### config.mk
export PLATFORM = sky130hd
export DESIGN_NAME = sarc_ctrl
export DESIGN_NICKNAME = d
export VERILOG_FILES = /design/src/sarc_pkg.sv /design/src/sarc_ctrl.sv /design/src/sarc_step_timer.sv
export SDC_FILE = /design/constraint.sdc
export NUM_CORES = 1
export LEC_CHECK = 0
export ABC_CLOCK_PERIOD_IN_PS = 1800
export BUFFER_PORTS_ARGS = -buffer_cell sky130_fd_sc_hd__buf_4
export CORE_UTILIZATION = 54
export DETAILED_ROUTE_END_ITERATION = 8
export GPL_TIMING_DRIVEN = 0
export PLACE_DENSITY = 0.88
export SYNTH_ARGS = -nofsm -noshare
export SYNTH_HDL_FRONTEND = slang
export SYNTH_SLANG_ARGS = --single-unit
### constraint.sdc
create_clock -name CLK -period 1.8 [get_ports CLK]
set_input_delay 0.36 -clock CLK [delete_from_list [all_inputs] [get_ports CLK]]
set_output_delay 0.36 -clock CLK [all_outputs]
set_load 0.05 [all_outputs]
### src/sarc_pkg.sv
// Constants and types for the successive-approximation controller.
// Assumes a single 100 MHz clock and an external comparator and DAC.
// Function
// - Test one code bit per step, MSB first
// - Conversion starts with only MSB set
// - Trial code: kept bits plus test bit
// - Comparator low clears the tested bit
// - Comparator high keeps the tested bit
// - Repeat steps down to the LSB
// - Restart conversion immediately after completion
// - Final code held as parallel result
// - Serial output is each decision, MSB first
// - Word width is a scalable parameter
// - Step lasts long enough for settling
package sarc_pkg;
    // ----------------------------------------
    // Sizes and timing
    // ----------------------------------------
    localparam int SARC_WIDTH = 8; // Converter word width
    localparam int SARC_CLK_MHZ = 100; // Clock rate
    localparam int SARC_STEP_NS = 200; // Least time per bit trial
    // Cycles per step, rounded up
    localparam int SARC_STEP_CYC = (SARC_STEP_NS * SARC_CLK_MHZ + 999) / 1000;
    localparam int SARC_CNT_W = $clog2(SARC_STEP_CYC + 1);
    localparam int SARC_IDX_W = $clog2(SARC_WIDTH);
    localparam logic [SARC_IDX_W-1:0] SARC_MSB_IDX = SARC_IDX_W'(SARC_WIDTH - 1);
    localparam logic [SARC_IDX_W-1:0] SARC_LSB_IDX = SARC_IDX_W'(0);
    localparam logic [SARC_CNT_W-1:0] SARC_CNT_LAST = SARC_CNT_W'(SARC_STEP_CYC - 1);
    localparam logic [SARC_CNT_W-1:0] SARC_CNT_ZERO = SARC_CNT_W'(0);
    localparam logic [SARC_WIDTH-1:0] SARC_CODE_ZERO = SARC_WIDTH'(0);

    // ----------------------------------------
    // Sequencer states
    // ----------------------------------------
    typedef enum logic [0:0] {
        SARC_IDLE = 1'b0, // Out of reset, before first conversion
        SARC_CONV = 1'b1 // Converting
    } sarc_state_type;
endpackage

### src/sarc_ctrl.sv
// Successive-approximation register controller, top level.
// Assumes COMP_HI is synchronous to CLK and settled before step end.
module sarc_ctrl
    import sarc_pkg::*;
(
    input wire logic CLK,
    input wire logic RST_B,
    input wire logic COMP_HI,
    output logic [SARC_WIDTH-1:0] DAC_CODE,
    output logic [SARC_WIDTH-1:0] RESULT,
    output logic SER_BIT,
    output logic SER_VALID,
    output logic CONV_DONE,
    output logic CONV_BUSY
);
    // ----------------------------------------
    // State
    // ----------------------------------------
    // Sequencer state and its next value
    sarc_state_type state_r; // Current sequencer state
    sarc_state_type state_nxt; // Next sequencer state
    // Trial code presented to the feedback converter
    logic [SARC_WIDTH-1:0] code_r; // Kept bits plus bit under test
    logic [SARC_WIDTH-1:0] code_nxt; // Next trial code
    // Position of the bit under test, MSB first
    logic [SARC_IDX_W-1:0] idx_r; // Bit under test
    logic [SARC_IDX_W-1:0] idx_nxt; // Next bit under test
    // Parallel result, valid between conversions
    logic [SARC_WIDTH-1:0] result_r; // Last finished code
    logic [SARC_WIDTH-1:0] result_nxt; // Next finished code
    // Serial output, one decision per step
    logic ser_r; // Decision of the last step
    logic ser_nxt; // Next decision bit
    logic serv_r; // Strobe: a decision was just made
    logic serv_nxt; // Next strobe
    // Completion and activity flags
    logic done_r; // One-cycle pulse after the LSB
    logic done_nxt; // Next completion pulse
    logic busy_r; // Converting, registered for the pin
    logic busy_nxt; // Next activity flag
    // ----------------------------------------
    // Internal strobes and decodes
    // ----------------------------------------
    logic start; // Launch of a conversion
    logic step_end; // Last cycle of a trial
    logic [SARC_WIDTH-1:0] bit_sel; // One-hot of bit under test
    logic [SARC_WIDTH-1:0] next_sel; // One-hot of next lower bit
    logic [SARC_WIDTH-1:0] decided; // Trial code after this step's decision

    // ----------------------------------------
    // Step timer
    // ----------------------------------------
    sarc_step_timer u_timer (
        .clk(CLK),
        .rst_b(RST_B),
        .restart(start),
        .step_end(step_end)
    );

    // ----------------------------------------
    // Bit decode
    // ----------------------------------------
    // One-hot decode, scales with width
    genvar gi;
    generate
        for (gi = 0; gi < SARC_WIDTH; gi++) begin : g_sel
            // This bit is the one under test
            assign bit_sel[gi] = (idx_r == SARC_IDX_W'(gi));
            if (gi < SARC_WIDTH - 1) begin : g_below
                // This bit is the next one down
                assign next_sel[gi] = (idx_r == SARC_IDX_W'(gi + 1));
            end else begin : g_top
                // Nothing lies above the MSB; a wrapped compare would alias the LSB
                assign next_sel[gi] = 1'b0;
            end
        end
    endgenerate

    // Keep the tested bit on high, clear it on low
    assign decided = COMP_HI ? code_r : (code_r & ~bit_sel);

    // Start only leaving reset; later conversions chain directly.
    // Reset is the only way back to idle, so a stuck comparator
    // cannot stall the sequencer: steps run on time regardless.
    assign start = (state_r == SARC_IDLE);

    // ----------------------------------------
    // Next-state logic
    // ----------------------------------------
    // Computes every next value; the register process only stores them
    always_comb begin
        // Hold by default; strobes fall back to zero
        state_nxt = state_r;
        code_nxt = code_r;
        idx_nxt = idx_r;
        result_nxt = result_r;
        ser_nxt = ser_r;
        serv_nxt = 1'b0;
        done_nxt = 1'b0;
        case (state_r)
            SARC_IDLE: begin
                // Only MSB set for first trial, half scale
                code_nxt = SARC_CODE_ZERO;
                code_nxt[SARC_MSB_IDX] = 1'b1;
                idx_nxt = SARC_MSB_IDX;
                state_nxt = SARC_CONV;
            end
            SARC_CONV: begin
                if (step_end) begin
                    // Comparator is read once, at the end of the step
                    code_nxt = decided; // Keep on high, clear on low
                    ser_nxt = COMP_HI; // Decision is serial bit
                    serv_nxt = 1'b1;
                    if (idx_r == SARC_LSB_IDX) begin
                        // LSB decided: latch result, restart
                        result_nxt = decided;
                        done_nxt = 1'b1;
                        code_nxt = SARC_CODE_ZERO;
                        code_nxt[SARC_MSB_IDX] = 1'b1; // Half scale again
                        idx_nxt = SARC_MSB_IDX;
                    end else begin
                        // Add next lower bit, lower bits stay clear
                        code_nxt = decided | next_sel;
                        idx_nxt = idx_r - SARC_IDX_W'(1);
                    end
                end else begin
                    // Mid-step: the DAC settles, nothing moves
                    code_nxt = code_r;
                end
            end
            default: begin
                state_nxt = SARC_IDLE; // Recover from illegal code
            end
        endcase
        // Pin shows converting from the first edge after reset
        busy_nxt = (state_nxt == SARC_CONV);
    end

    // Registers only store; the async reset loads constants
    always_ff @(posedge CLK or negedge RST_B) begin
        if (!RST_B) begin
            state_r <= SARC_IDLE;
            code_r <= SARC_CODE_ZERO;
            idx_r <= SARC_MSB_IDX;
            result_r <= SARC_CODE_ZERO;
            ser_r <= 1'b0;
            serv_r <= 1'b0;
            done_r <= 1'b0;
            busy_r <= 1'b0;
        end else begin
            state_r <= state_nxt;
            code_r <= code_nxt;
            idx_r <= idx_nxt;
            result_r <= result_nxt;
            ser_r <= ser_nxt;
            serv_r <= serv_nxt;
            done_r <= done_nxt;
            busy_r <= busy_nxt;
        end
    end

    // ----------------------------------------
    // Outputs straight from flip-flops
    // ----------------------------------------
    assign DAC_CODE = code_r;
    assign RESULT = result_r;
    assign SER_BIT = ser_r;
    assign SER_VALID = serv_r;
    assign CONV_DONE = done_r;
    assign CONV_BUSY = busy_r; // Registered so the pin carries no decode glitch

    // ----------------------------------------
    // Checks
    // ----------------------------------------
    // Lower bits below the test bit are clear
    low_clear_a: assert property (@(posedge CLK) disable iff (!RST_B)
        state_r == SARC_CONV |-> ((code_r & (bit_sel - SARC_WIDTH'(1))) == SARC_CODE_ZERO))
        else $error("bits below test bit not clear");
    test_bit_set_a: assert property (@(posedge CLK) disable iff (!RST_B)
        state_r == SARC_CONV |-> (code_r & bit_sel) != SARC_CODE_ZERO)
        else $error("bit under test not set");
    clear_on_low_a: assert property (@(posedge CLK) disable iff (!RST_B)
        (step_end && !COMP_HI && idx_r != SARC_LSB_IDX) |=>
        (code_r & $past(bit_sel)) == SARC_CODE_ZERO)
        else $error("tested bit not cleared on low");
    keep_on_high_a: assert property (@(posedge CLK) disable iff (!RST_B)
        (step_end && COMP_HI && idx_r != SARC_LSB_IDX) |=>
        (code_r & $past(bit_sel)) != SARC_CODE_ZERO)
        else $error("tested bit lost on high");
    msb_start_a: assert property (@(posedge CLK) disable iff (!RST_B)
        done_r |-> code_r == (SARC_WIDTH'(1) << SARC_MSB_IDX))
        else $error("new conversion not at half scale");
    idx_step_a: assert property (@(posedge CLK) disable iff (!RST_B)
        (step_end && idx_r != SARC_LSB_IDX) |=> idx_r == $past(idx_r) - SARC_IDX_W'(1))
        else $error("bit index did not step down");
    result_hold_a: assert property (@(posedge CLK) disable iff (!RST_B)
        !done_r |-> $stable(result_r) or $past(state_r) == SARC_IDLE)
        else $error("result changed outside completion");
    serial_bit_a: assert property (@(posedge CLK) disable iff (!RST_B)
        step_end |=> serv_r && ser_r == $past(COMP_HI))
        else $error("serial bit not the decision");
    done_pulse_a: assert property (@(posedge CLK) disable iff (!RST_B)
        done_r |=> !done_r && CONV_BUSY)
        else $error("done not a single pulse");
    // Once started, the sequencer never leaves conversion
    busy_hold_a: assert property (@(posedge CLK) disable iff (!RST_B)
        busy_r |=> busy_r)
        else $error("conversion stopped");
    // A decision strobe only follows the last cycle of a step
    strobe_src_a: assert property (@(posedge CLK) disable iff (!RST_B)
        serv_r |-> $past(step_end))
        else $error("decision strobe outside step end");
    // Steps are far apart: no strobe within eight cycles of another
    step_gap_a: assert property (@(posedge CLK) disable iff (!RST_B)
        serv_r |=> (!serv_r) [*8])
        else $error("trial step too short");
    // Completion comes with the LSB decision
    done_lsb_a: assert property (@(posedge CLK) disable iff (!RST_B)
        done_r |-> serv_r && $past(idx_r) == SARC_LSB_IDX)
        else $error("done without LSB decision");
    // Result is the kept bits plus the LSB decision
    result_load_a: assert property (@(posedge CLK) disable iff (!RST_B)
        done_r |-> result_r[SARC_WIDTH-1:1] == $past(code_r[SARC_WIDTH-1:1])
            && result_r[0] == $past(COMP_HI))
        else $error("result not the decided code");
endmodule // sarc_ctrl

### src/sarc_step_timer.sv
// Step timer: counts the cycles of one bit trial.
// Assumes restart is a one-cycle pulse from the sequencer.
module sarc_step_timer
    import sarc_pkg::*;
(
    input wire logic clk,
    input wire logic rst_b,
    input wire logic restart,
    output logic step_end
);
    logic [SARC_CNT_W-1:0] cnt_r; // Cycle count within step
    logic [SARC_CNT_W-1:0] cnt_nxt;

    // ----------------------------------------
    // Next count
    // ----------------------------------------
    always_comb begin
        if (restart || cnt_r == SARC_CNT_LAST) begin
            cnt_nxt = SARC_CNT_ZERO; // New step begins
        end else begin
            cnt_nxt = cnt_r + SARC_CNT_W'(1);
        end
    end

    // Counter register
    always_ff @(posedge clk or negedge rst_b) begin
        if (!rst_b) begin
            cnt_r <= SARC_CNT_ZERO;
        end else begin
            cnt_r <= cnt_nxt;
        end
    end

    // Last cycle of step: comparator is sampled here only
    assign step_end = (cnt_r == SARC_CNT_LAST) && !restart;
endmodule // sarc_step_timer

==> metrics.yaml, run 1 <==
synthesis:
  syn-cell-area_um2: 1360
  yosys_warnings: 0
  synth-seq-area-share: 0.520
  synth.most_common_cell: "dfrtp_1"
  synth_common_cells: "25 x dfrtp_1, 13 x inv_1, 10 x o21ai_0, 8 x nand3_1, 8 x nor2_1"
  syn_nets: 137
  synth_cells: 128
  synth_top_area_share: 0.462
  ys_types: 33
  avgSynthCellArea_um2: 10.6
  ys_top_cells_by_area: "dfrtp_1 46%, dfstp_2 5.8%, ha_1 5.5%, mux2i_1 3.7%, o21ai_0 3.7%"
  synth_edf_count: 0
  synth-main-ff-cell: "dfrtp_1"
  async_flop_share: 1.00
  synth_top_area_cell: "dfrtp_1"
  ys_ff_latch: 28
timing:
  setup_ws_ns: 0.0475
  rsz0062_at_grt: "false"
  slew_violations: 0
  hold_violations: 0
  finalSetupTns_ns: 0
  hold_slack_ns: 0.304
  setup_viol: 0
  min_period_over_period: 0.974
  fin_crit_ns: 1.75
  clock-skew-final_ns: 0.0223
  timing.fmax_ghz: 0.571
job:
  maxCapViolCount: 0
clocking:
  cts.sinks: 28
  cts_buffer_depth: 2
  root_buffer: "clkbuf_4"
  clock_latency_ns: 0.33
  clk_pin_slew_ns: 0.16
  cts_tree: "yes"
  cts_buffers: 3
  h-tree-depth: 1
power_and_ir_drop:
  powerDensity_nw_per_um2: 597
  ir_drop_uv: 455
  p_total_mw: 0.973
  p_leak_nw: 0.832
setup_path:
  setup.worst_path.start_class: "register"
  cp.arrival_ns: 1.96
  required_ns: 2.01
  crit_fanout: 9
  critPathKind: "reg2reg"
  end_kind: "register"
drt:
  ant_nets: 0
  drtIter0Drc: 23
  routed-via-count: 1079
  vias_per_cell: 5.80
  firstDrtPassIters: 4
  routed_wl_um: 3060
  drc_errors: 0
  routedWlPerCell_um: 16.4
grt:
  grt_pass1_vias: 1119
  grt_pass1_wl_um: 5150
  antenna_found_initial: 0
  grt_overflow: 0
  grt_max_degree: 29
  grt_usage: 0.267
place:
  dp_hpwl_um: 2180
  routabilityCongestion: 0.811
  port_buffers: 22
  dp_slack_ns: 0.0140
floorplanning:
  start_util: 0.590
  die_w_um: 52.1
  dieArea_um2: 2710
  fp.coreArea_um2: 2300
  io_pins: 23
  die_h_um: 52.1
  rows: 17
worst_hold_path:
  hold_class: "in2reg"
finish:
  drive_above_1_share: 0.266
  syn2layout_area_growth_pct: 20.2
  multi_input_area_um2: 587
  num_antenna_cells: 0
  final_nets: 168
  fillerInstances: 173
  seq_area_um2: 704
outcome:
  outcome: "finished clean"
==> metrics by stage <==
step	instance area [um2]	utilization	std cells
detailed placement	1560	0.677	178
global route	1630	0.709	186
floorplan	1360	-	128
finish	1630	0.709	186
global placement	1560	0.677	178
CTS	1600	0.696	184
==> cells by family after synthesis <==
group | share of synthesized area
AND/OR/NAND/NOR | 0.169
XOR/XNOR | 0.0129
flip-flops | 0.520
buffers and inverters | 0.0563
AO/OA/AOI/OAI | 0.105
other | 0.00277
multiplexers | 0.0785
adder cells (fa/ha/maj) | 0.0554
==> final timing paths <==
| check | from | endpoint | slack, ns | depth (start not counted) |
|---|---|---|---|---|
| worst max-delay path | u_timer.cnt_r[0] | RESULT[3] | 0.05 | 5 |
| worst min-delay path | COMP_HI | RESULT[0] | 0.30 | 3 |
| worst max register to register | u_timer.cnt_r[0] | RESULT[3] | 0.05 | 5 |
| worst min register to register | u_timer.cnt_r[0] | u_timer.cnt_r[0] | 0.53 | 1 |
| max in group asynchronous | RST_B | idx_r[0] | 1.01 | 2 |
| min in group asynchronous | RST_B | RESULT[5] | 0.45 | 2 |
==> cell usage in the layout (no fill, tap or decap) <==
cell type | netlist | final
nand4bb_1 | 1 | 1
xor2_1 | 1 | 1
dfstp_2 | 3 | 3
a311o_1 | 1 | 1
nand4b_1 | 1 | 1
o21ai_0 | 10 | 10
or3_1 | 2 | 2
mux2_2 | 1 | 1
dfrtp_1 | 25 | 25
or3b_2 | 2 | 2
nor2_1 | 8 | 8
a31oi_1 | 2 | 2
ha_1 | 6 | 5
conb_1 | 1 | 1
nand2_1 | 7 | 7
nand3_1 | 8 | 8
buf_4 | 0 | 25
a22oi_1 | 4 | 4
a21o_1 | 2 | 2
ha_4 | 0 | 1
clkbuf_1 | 3 | 2
clkbuf_2 | 0 | 2
a21oi_1 | 2 | 2
nand3b_1 | 3 | 3
nor2b_1 | 2 | 2
inv_1 | 13 | 13
a21boi_0 | 2 | 2
clkbuf_4 | 0 | 3
mux2i_1 | 5 | 5
and3_1 | 4 | 4
dlygate4sd3_1 | 0 | 1
xnor2_1 | 1 | 1
nand2b_1 | 1 | 1
nor4bb_1 | 1 | 1
mux2_4 | 3 | 3
nor4_1 | 1 | 1
buf_2 | 1 | 1
buf_6 | 1 | 1
==> state kept, by name (all words and copies together) (netlist names) <==
name           flops
DAC_CODE           8
CONV_BUSY          1
SER_BIT            1
idx_r              3
CONV_DONE          1
SER_VALID          1
RESULT             8
u_timer.cnt_r      5
==> metal layers <==
layer  share of wire  wire length, um  GRT usage  vias up
li1                -                -          -      502
met1            0.40             1240      0.319      518
met2            0.53             1620      0.476       53
met3           0.058              176     0.0322        6
met4          0.0075               23      0.113        0
met5               0                0          0        -
==> final cells by class <==
| cell class | count | area share |
|---|---|---|
| Tap cell | 28 | 0.0215 |
| Clock buffer | 4 | 0.0161 |
| Buffer | 5 | 0.0184 |
| Inverter | 13 | 0.0300 |
| Timing Repair Buffer | 26 | 0.121 |
| Multi-Input combinational cell | 82 | 0.360 |
| Sequential cell | 28 | 0.432 |
==> what timing repair did <==
item	CTS	global route
endpoints found under the setup margin	1	9
resized for setup	0	6
hold endpoints to repair	25	0
setup buffers	1	2
cloned	0	0
hold buffers	1	0
==> where the power goes <==
group / switching, mW / total [mW] / internal, mW
Clock: 0.180 / 0.267 / 0.0867
Sequential: 0.00995 / 0.647 / 0.637
Combinational: 0.0381 / 0.0591 / 0.0210
==> critical path, stage by stage, from the launching register on <==
cell and delay (ns):
dfrtp_1 0.44, ha_4 0.18, nand4bb_1 0.17, or3_1 0.40, buf_6 0.16, mux2_4 0.30
Note: power is estimated with default switching activity, not from simulation.
==> run 2: changes to the inputs <==
--- a/config.mk
+++ b/config.mk
@@ -8,9 +8,11 @@
 export ABC_CLOCK_PERIOD_IN_PS = 1800
 export BUFFER_PORTS_ARGS = -buffer_cell sky130_fd_sc_hd__buf_4
 export CORE_UTILIZATION = 54
+export CTS_CLUSTER_DIAMETER = 150
 export DETAILED_ROUTE_END_ITERATION = 8
 export GPL_TIMING_DRIVEN = 0
 export PLACE_DENSITY = 0.88
 export SYNTH_ARGS = -nofsm -noshare
 export SYNTH_HDL_FRONTEND = slang
+export SYNTH_HIERARCHICAL = 1
 export SYNTH_SLANG_ARGS = --single-unit
==> run 2 against run 1 <==
Compared with the run above:
- clock skew is 0.021 ns lower
- synthesized cell count shrank 2.3%
- maximum frequency shrank 0.33%
- worst setup slack worse by 0.0058 ns
- utilization is 2.7 points higher
- area after synthesis is 0.37% higher
- die area rose by 0.35%
- sequential cell count did not move
- final area grew 3.8%
- clock power increased by 16%
==> metrics.yaml, run 2 <==
timing:
  fin_crit_ns: 1.76  # was 1.75 ns
  setup_viol: 0  # unchanged
  slew_violations: 0  # unchanged
  clock-skew-final_ns: 0.00103  # was 0.0223 ns
  timing.fmax_ghz: 0.569  # was 0.571 GHz
  min_period_over_period: 0.977  # was 0.974
  hold_violations: 0  # unchanged
setup_path:
  cp-startpoint: "CONV_BUSY"  # was u_timer.cnt_r[0]
  endpoint: "DAC_CODE[5]"  # was RESULT[3]
  r2r-start: "CONV_BUSY"  # was u_timer.cnt_r[0]
  cp.arrival_ns: 2.02  # was 1.96 ns
  r2r_setup_slack_ns: 0.04  # was 0.05 ns
  crit_chain: "buf_6 > clkinvlp_4 > nor4_4 > buf_4 > nand2_2 > or2_4 > o211ai_2"  # was ha_4 > nand4bb_1 > or3_1 > buf_6 > mux2_4
  crit_fanout: 10  # was 9
  crit_slowest_cell: "dfrtp_2"  # was dfrtp_1
  critPathKind: "reg2reg"  # unchanged
  r2r-end: "DAC_CODE[5]"  # was RESULT[3]
  required_ns: 2.06  # was 2.01 ns
  end_kind: "register"  # unchanged
  reg2regPathDepth: 7  # was 5
  slowest_delay_ns: 0.41  # was 0.44 ns
  setup.worst_path.start_class: "register"  # unchanged
finish:
  final_area_um2: 1690  # was 1630 um2
  multi_input_area_um2: 637  # was 587 um2
  syn2layout_area_growth_pct: 24.4  # was 20.2%
  final_common_cell: "buf_4"
  seq_area_um2: 706  # was 704 um2
  drive_above_1_share: 0.350  # was 0.266
  final_util: 0.736  # was 0.709
  fillerInstances: 164  # was 173
  num_antenna_cells: 0  # unchanged
  final_nets: 167  # was 168
  final_cell_mix: "27 x buf_4, 24 x dfrtp_1, 18 x nand2_1"  # was 25 x dfrtp_1, 25 x buf_4, 13 x inv_1
synthesis:
  syn-cell-area_um2: 1360  # about the same
  async_flop_share: 1.00  # unchanged
  avgSynthCellArea_um2: 10.9  # was 10.6 um2
  synth_cells: 125  # was 128
  syn_nets: 134  # was 137
  yosys_warnings: 6  # was 0
  synth_top_area_cell: "dfrtp_1"  # unchanged
  ys_top_cells_by_area: "dfrtp_1 46%, dfstp_2 5.8%, ha_1 5.5%, nand2_1 5.0%, o21ai_1 2.9%"  # was dfrtp_1 46%, dfstp_2 5.8%, ha_1 5.5%, mux2i_1 3.7%, o21ai_0 3.7%
  ys_ff_latch: 28  # unchanged
  synth_top_area_share: 0.460  # was 0.462
  synth-seq-area-share: 0.518  # was 0.520
  ys_types: 39  # was 33
  synth-main-ff-cell: "dfrtp_1"  # unchanged
  synth_edf_count: 0  # unchanged
  synth.most_common_cell: "dfrtp_1"  # unchanged
  synth_common_cells: "25 x dfrtp_1, 18 x nand2_1, 8 x o21ai_1"  # was 25 x dfrtp_1, 13 x inv_1, 10 x o21ai_0, 8 x nand3_1, 8 x nor2_1
floorplanning:
  die_w_um: 52.2  # was 52.1 um
  die_h_um: 52.2  # was 52.1 um
  io_pins: 23  # unchanged
  fp.coreArea_um2: 2300  # unchanged
  rows: 17  # unchanged
  start_util: 0.592  # was 0.590
  dieArea_um2: 2720  # was 2710 um2
drt:
  highest_layer: "met4"  # unchanged
  drc_errors: 0  # unchanged
  wl_met1_um: 1250  # was 1240 um
  ant_nets: 0  # unchanged
  wl_met3_um: 75  # was 176 um
  vias_per_cell: 5.59  # was 5.80
  routed_wl_um: 2760  # was 3060 um
  routedWlPerCell_um: 14.9  # was 16.4 um
  firstDrtPassIters: 5  # was 4
  routed-wl-met2_um: 1380  # was 1620 um
  routed-via-count: 1035  # was 1,079
  drtIter0Drc: 22  # was 23
outcome:
  outcome: "finished clean"  # unchanged
grt:
  antenna_found_initial: 0  # unchanged
  grt_overflow: 0  # unchanged
  grt_pass1_wl_um: 4330  # was 5150 um
  grt_pass1_vias: 981  # was 1,119
  grt_usage: 0.220  # was 0.267
  grt_max_degree: 29  # unchanged
place:
  port_buffers: 22  # unchanged
  place_area_um2: 1580  # was 1560 um2
  dp_hpwl_um: 1930  # was 2180 um
  routabilityCongestion: 0.781  # was 0.811
clocking:
  cts_buffer_depth: 2  # unchanged
  root_buffer: "clkbuf_4"  # unchanged
  h-tree-depth: 1  # unchanged
  cts_tree: "yes"  # unchanged
  clk_pin_slew_ns: 0.15  # was 0.16 ns
  cts.sinks: 28  # unchanged
  clock_latency_ns: 0.33  # about the same
  cts_buffers: 3  # unchanged
power_and_ir_drop:
  p_leak_nw: 0.821  # was 0.832 nW
  powerDensity_nw_per_um2: 607  # was 597 nW/um2
  ir_drop_uv: 600  # was 455 uV
worst_hold_path:
  hold_class: "in2reg"  # unchanged
  hold-path-cell-count: 3  # unchanged
job:
  maxCapViolCount: 0  # unchanged
run 2: changes by cell type after synthesis, moves of 3 or more:
cell,before,now
o21ai_0,10,3
mux2_4,3,0
mux2i_1,5,0
nand2_1,7,18
nand3_1,8,2
clkbuf_1,3,0
o21ai_1,0,8
a22o_1,0,3
and3_1,4,0
inv_1,13,6
run 2: cells by family after synthesis:
family,Yosys count,synth area share
mux,2,0.0166
fa+ha+maj,6,0.0552
simple gates,48,0.212
buf+inv,10,0.0405
flops,28,0.518
other cells,1,0.00276
compound gates,28,0.143
xor+xnor,2,0.0129
run 2: routing by layer:
layer	global-route usage	vias to the layer above
li1	-	496
met1	0.277	508
met2	0.368	24
met3	0.0261	7
met4	0.118	0
met5	0	-
run 2: per-stage QoR:
step	setup TNS [ns]	power [mW]	hold WS, ns	setup slack, ns	std cells
3_5_place_dp	-0.762	0.716	0.295	-0.132	175
4_1_cts	0	1.02	0.316	0.0475	181
3_3_place_gp	-0.417	0.713	0.286	-0.0730	175
5_1_grt	-0.0522	1.07	0.325	-0.0329	185
2_1_floorplan	0	0.688	0.0644	0.0472	125
6_report	0	1.03	0.312	0.0417	185
run 2: repair_timing:
item / 4_1_cts / 5_1_grt
buffers inserted: 1 / 4
gates resized for setup: 1 / 7
hold buffers: 1 / 0
gates cloned: 0 / 0
endpoints found under the setup margin: 12 / 14
endpoints found under the hold margin: 25 / 0
pin swaps: 1 / 2
run 2: layout make-up:
type,count,area share
inverter,6,0.0155
tap,28,0.0207
buffer,4,0.0229
clock buffer,4,0.0214
timing repair buffer,28,0.126
sequential,28,0.417
multi-input combinational,87,0.376
run 2: how the worst min path moves through the flow:
stage | startpoint | to | slack [ns]
floorplan | RST_B | CONV_BUSY | 0.06
global placement | RST_B | RESULT[3] | 0.29
detailed placement | RST_B | CONV_DONE | 0.30
CTS | COMP_HI | SER_BIT | 0.32
global route | COMP_HI | SER_BIT | 0.33
finish | COMP_HI | RESULT[0] | 0.31
run 2: critical path, delay by kind of cell, from the launching register on:
family                 cells  cell delay, ns
AOI/OAI and AO/OA          1            0.18
buffers and inverters      3            0.52
DFF                        1            0.41
and+or+nand+nor            3            0.59
run 2: where the power goes:
group | internal [mW] | switching [mW]
clock network | 0.124 | 0.186
registers | 0.637 | 0.00943
logic | 0.0264 | 0.0433
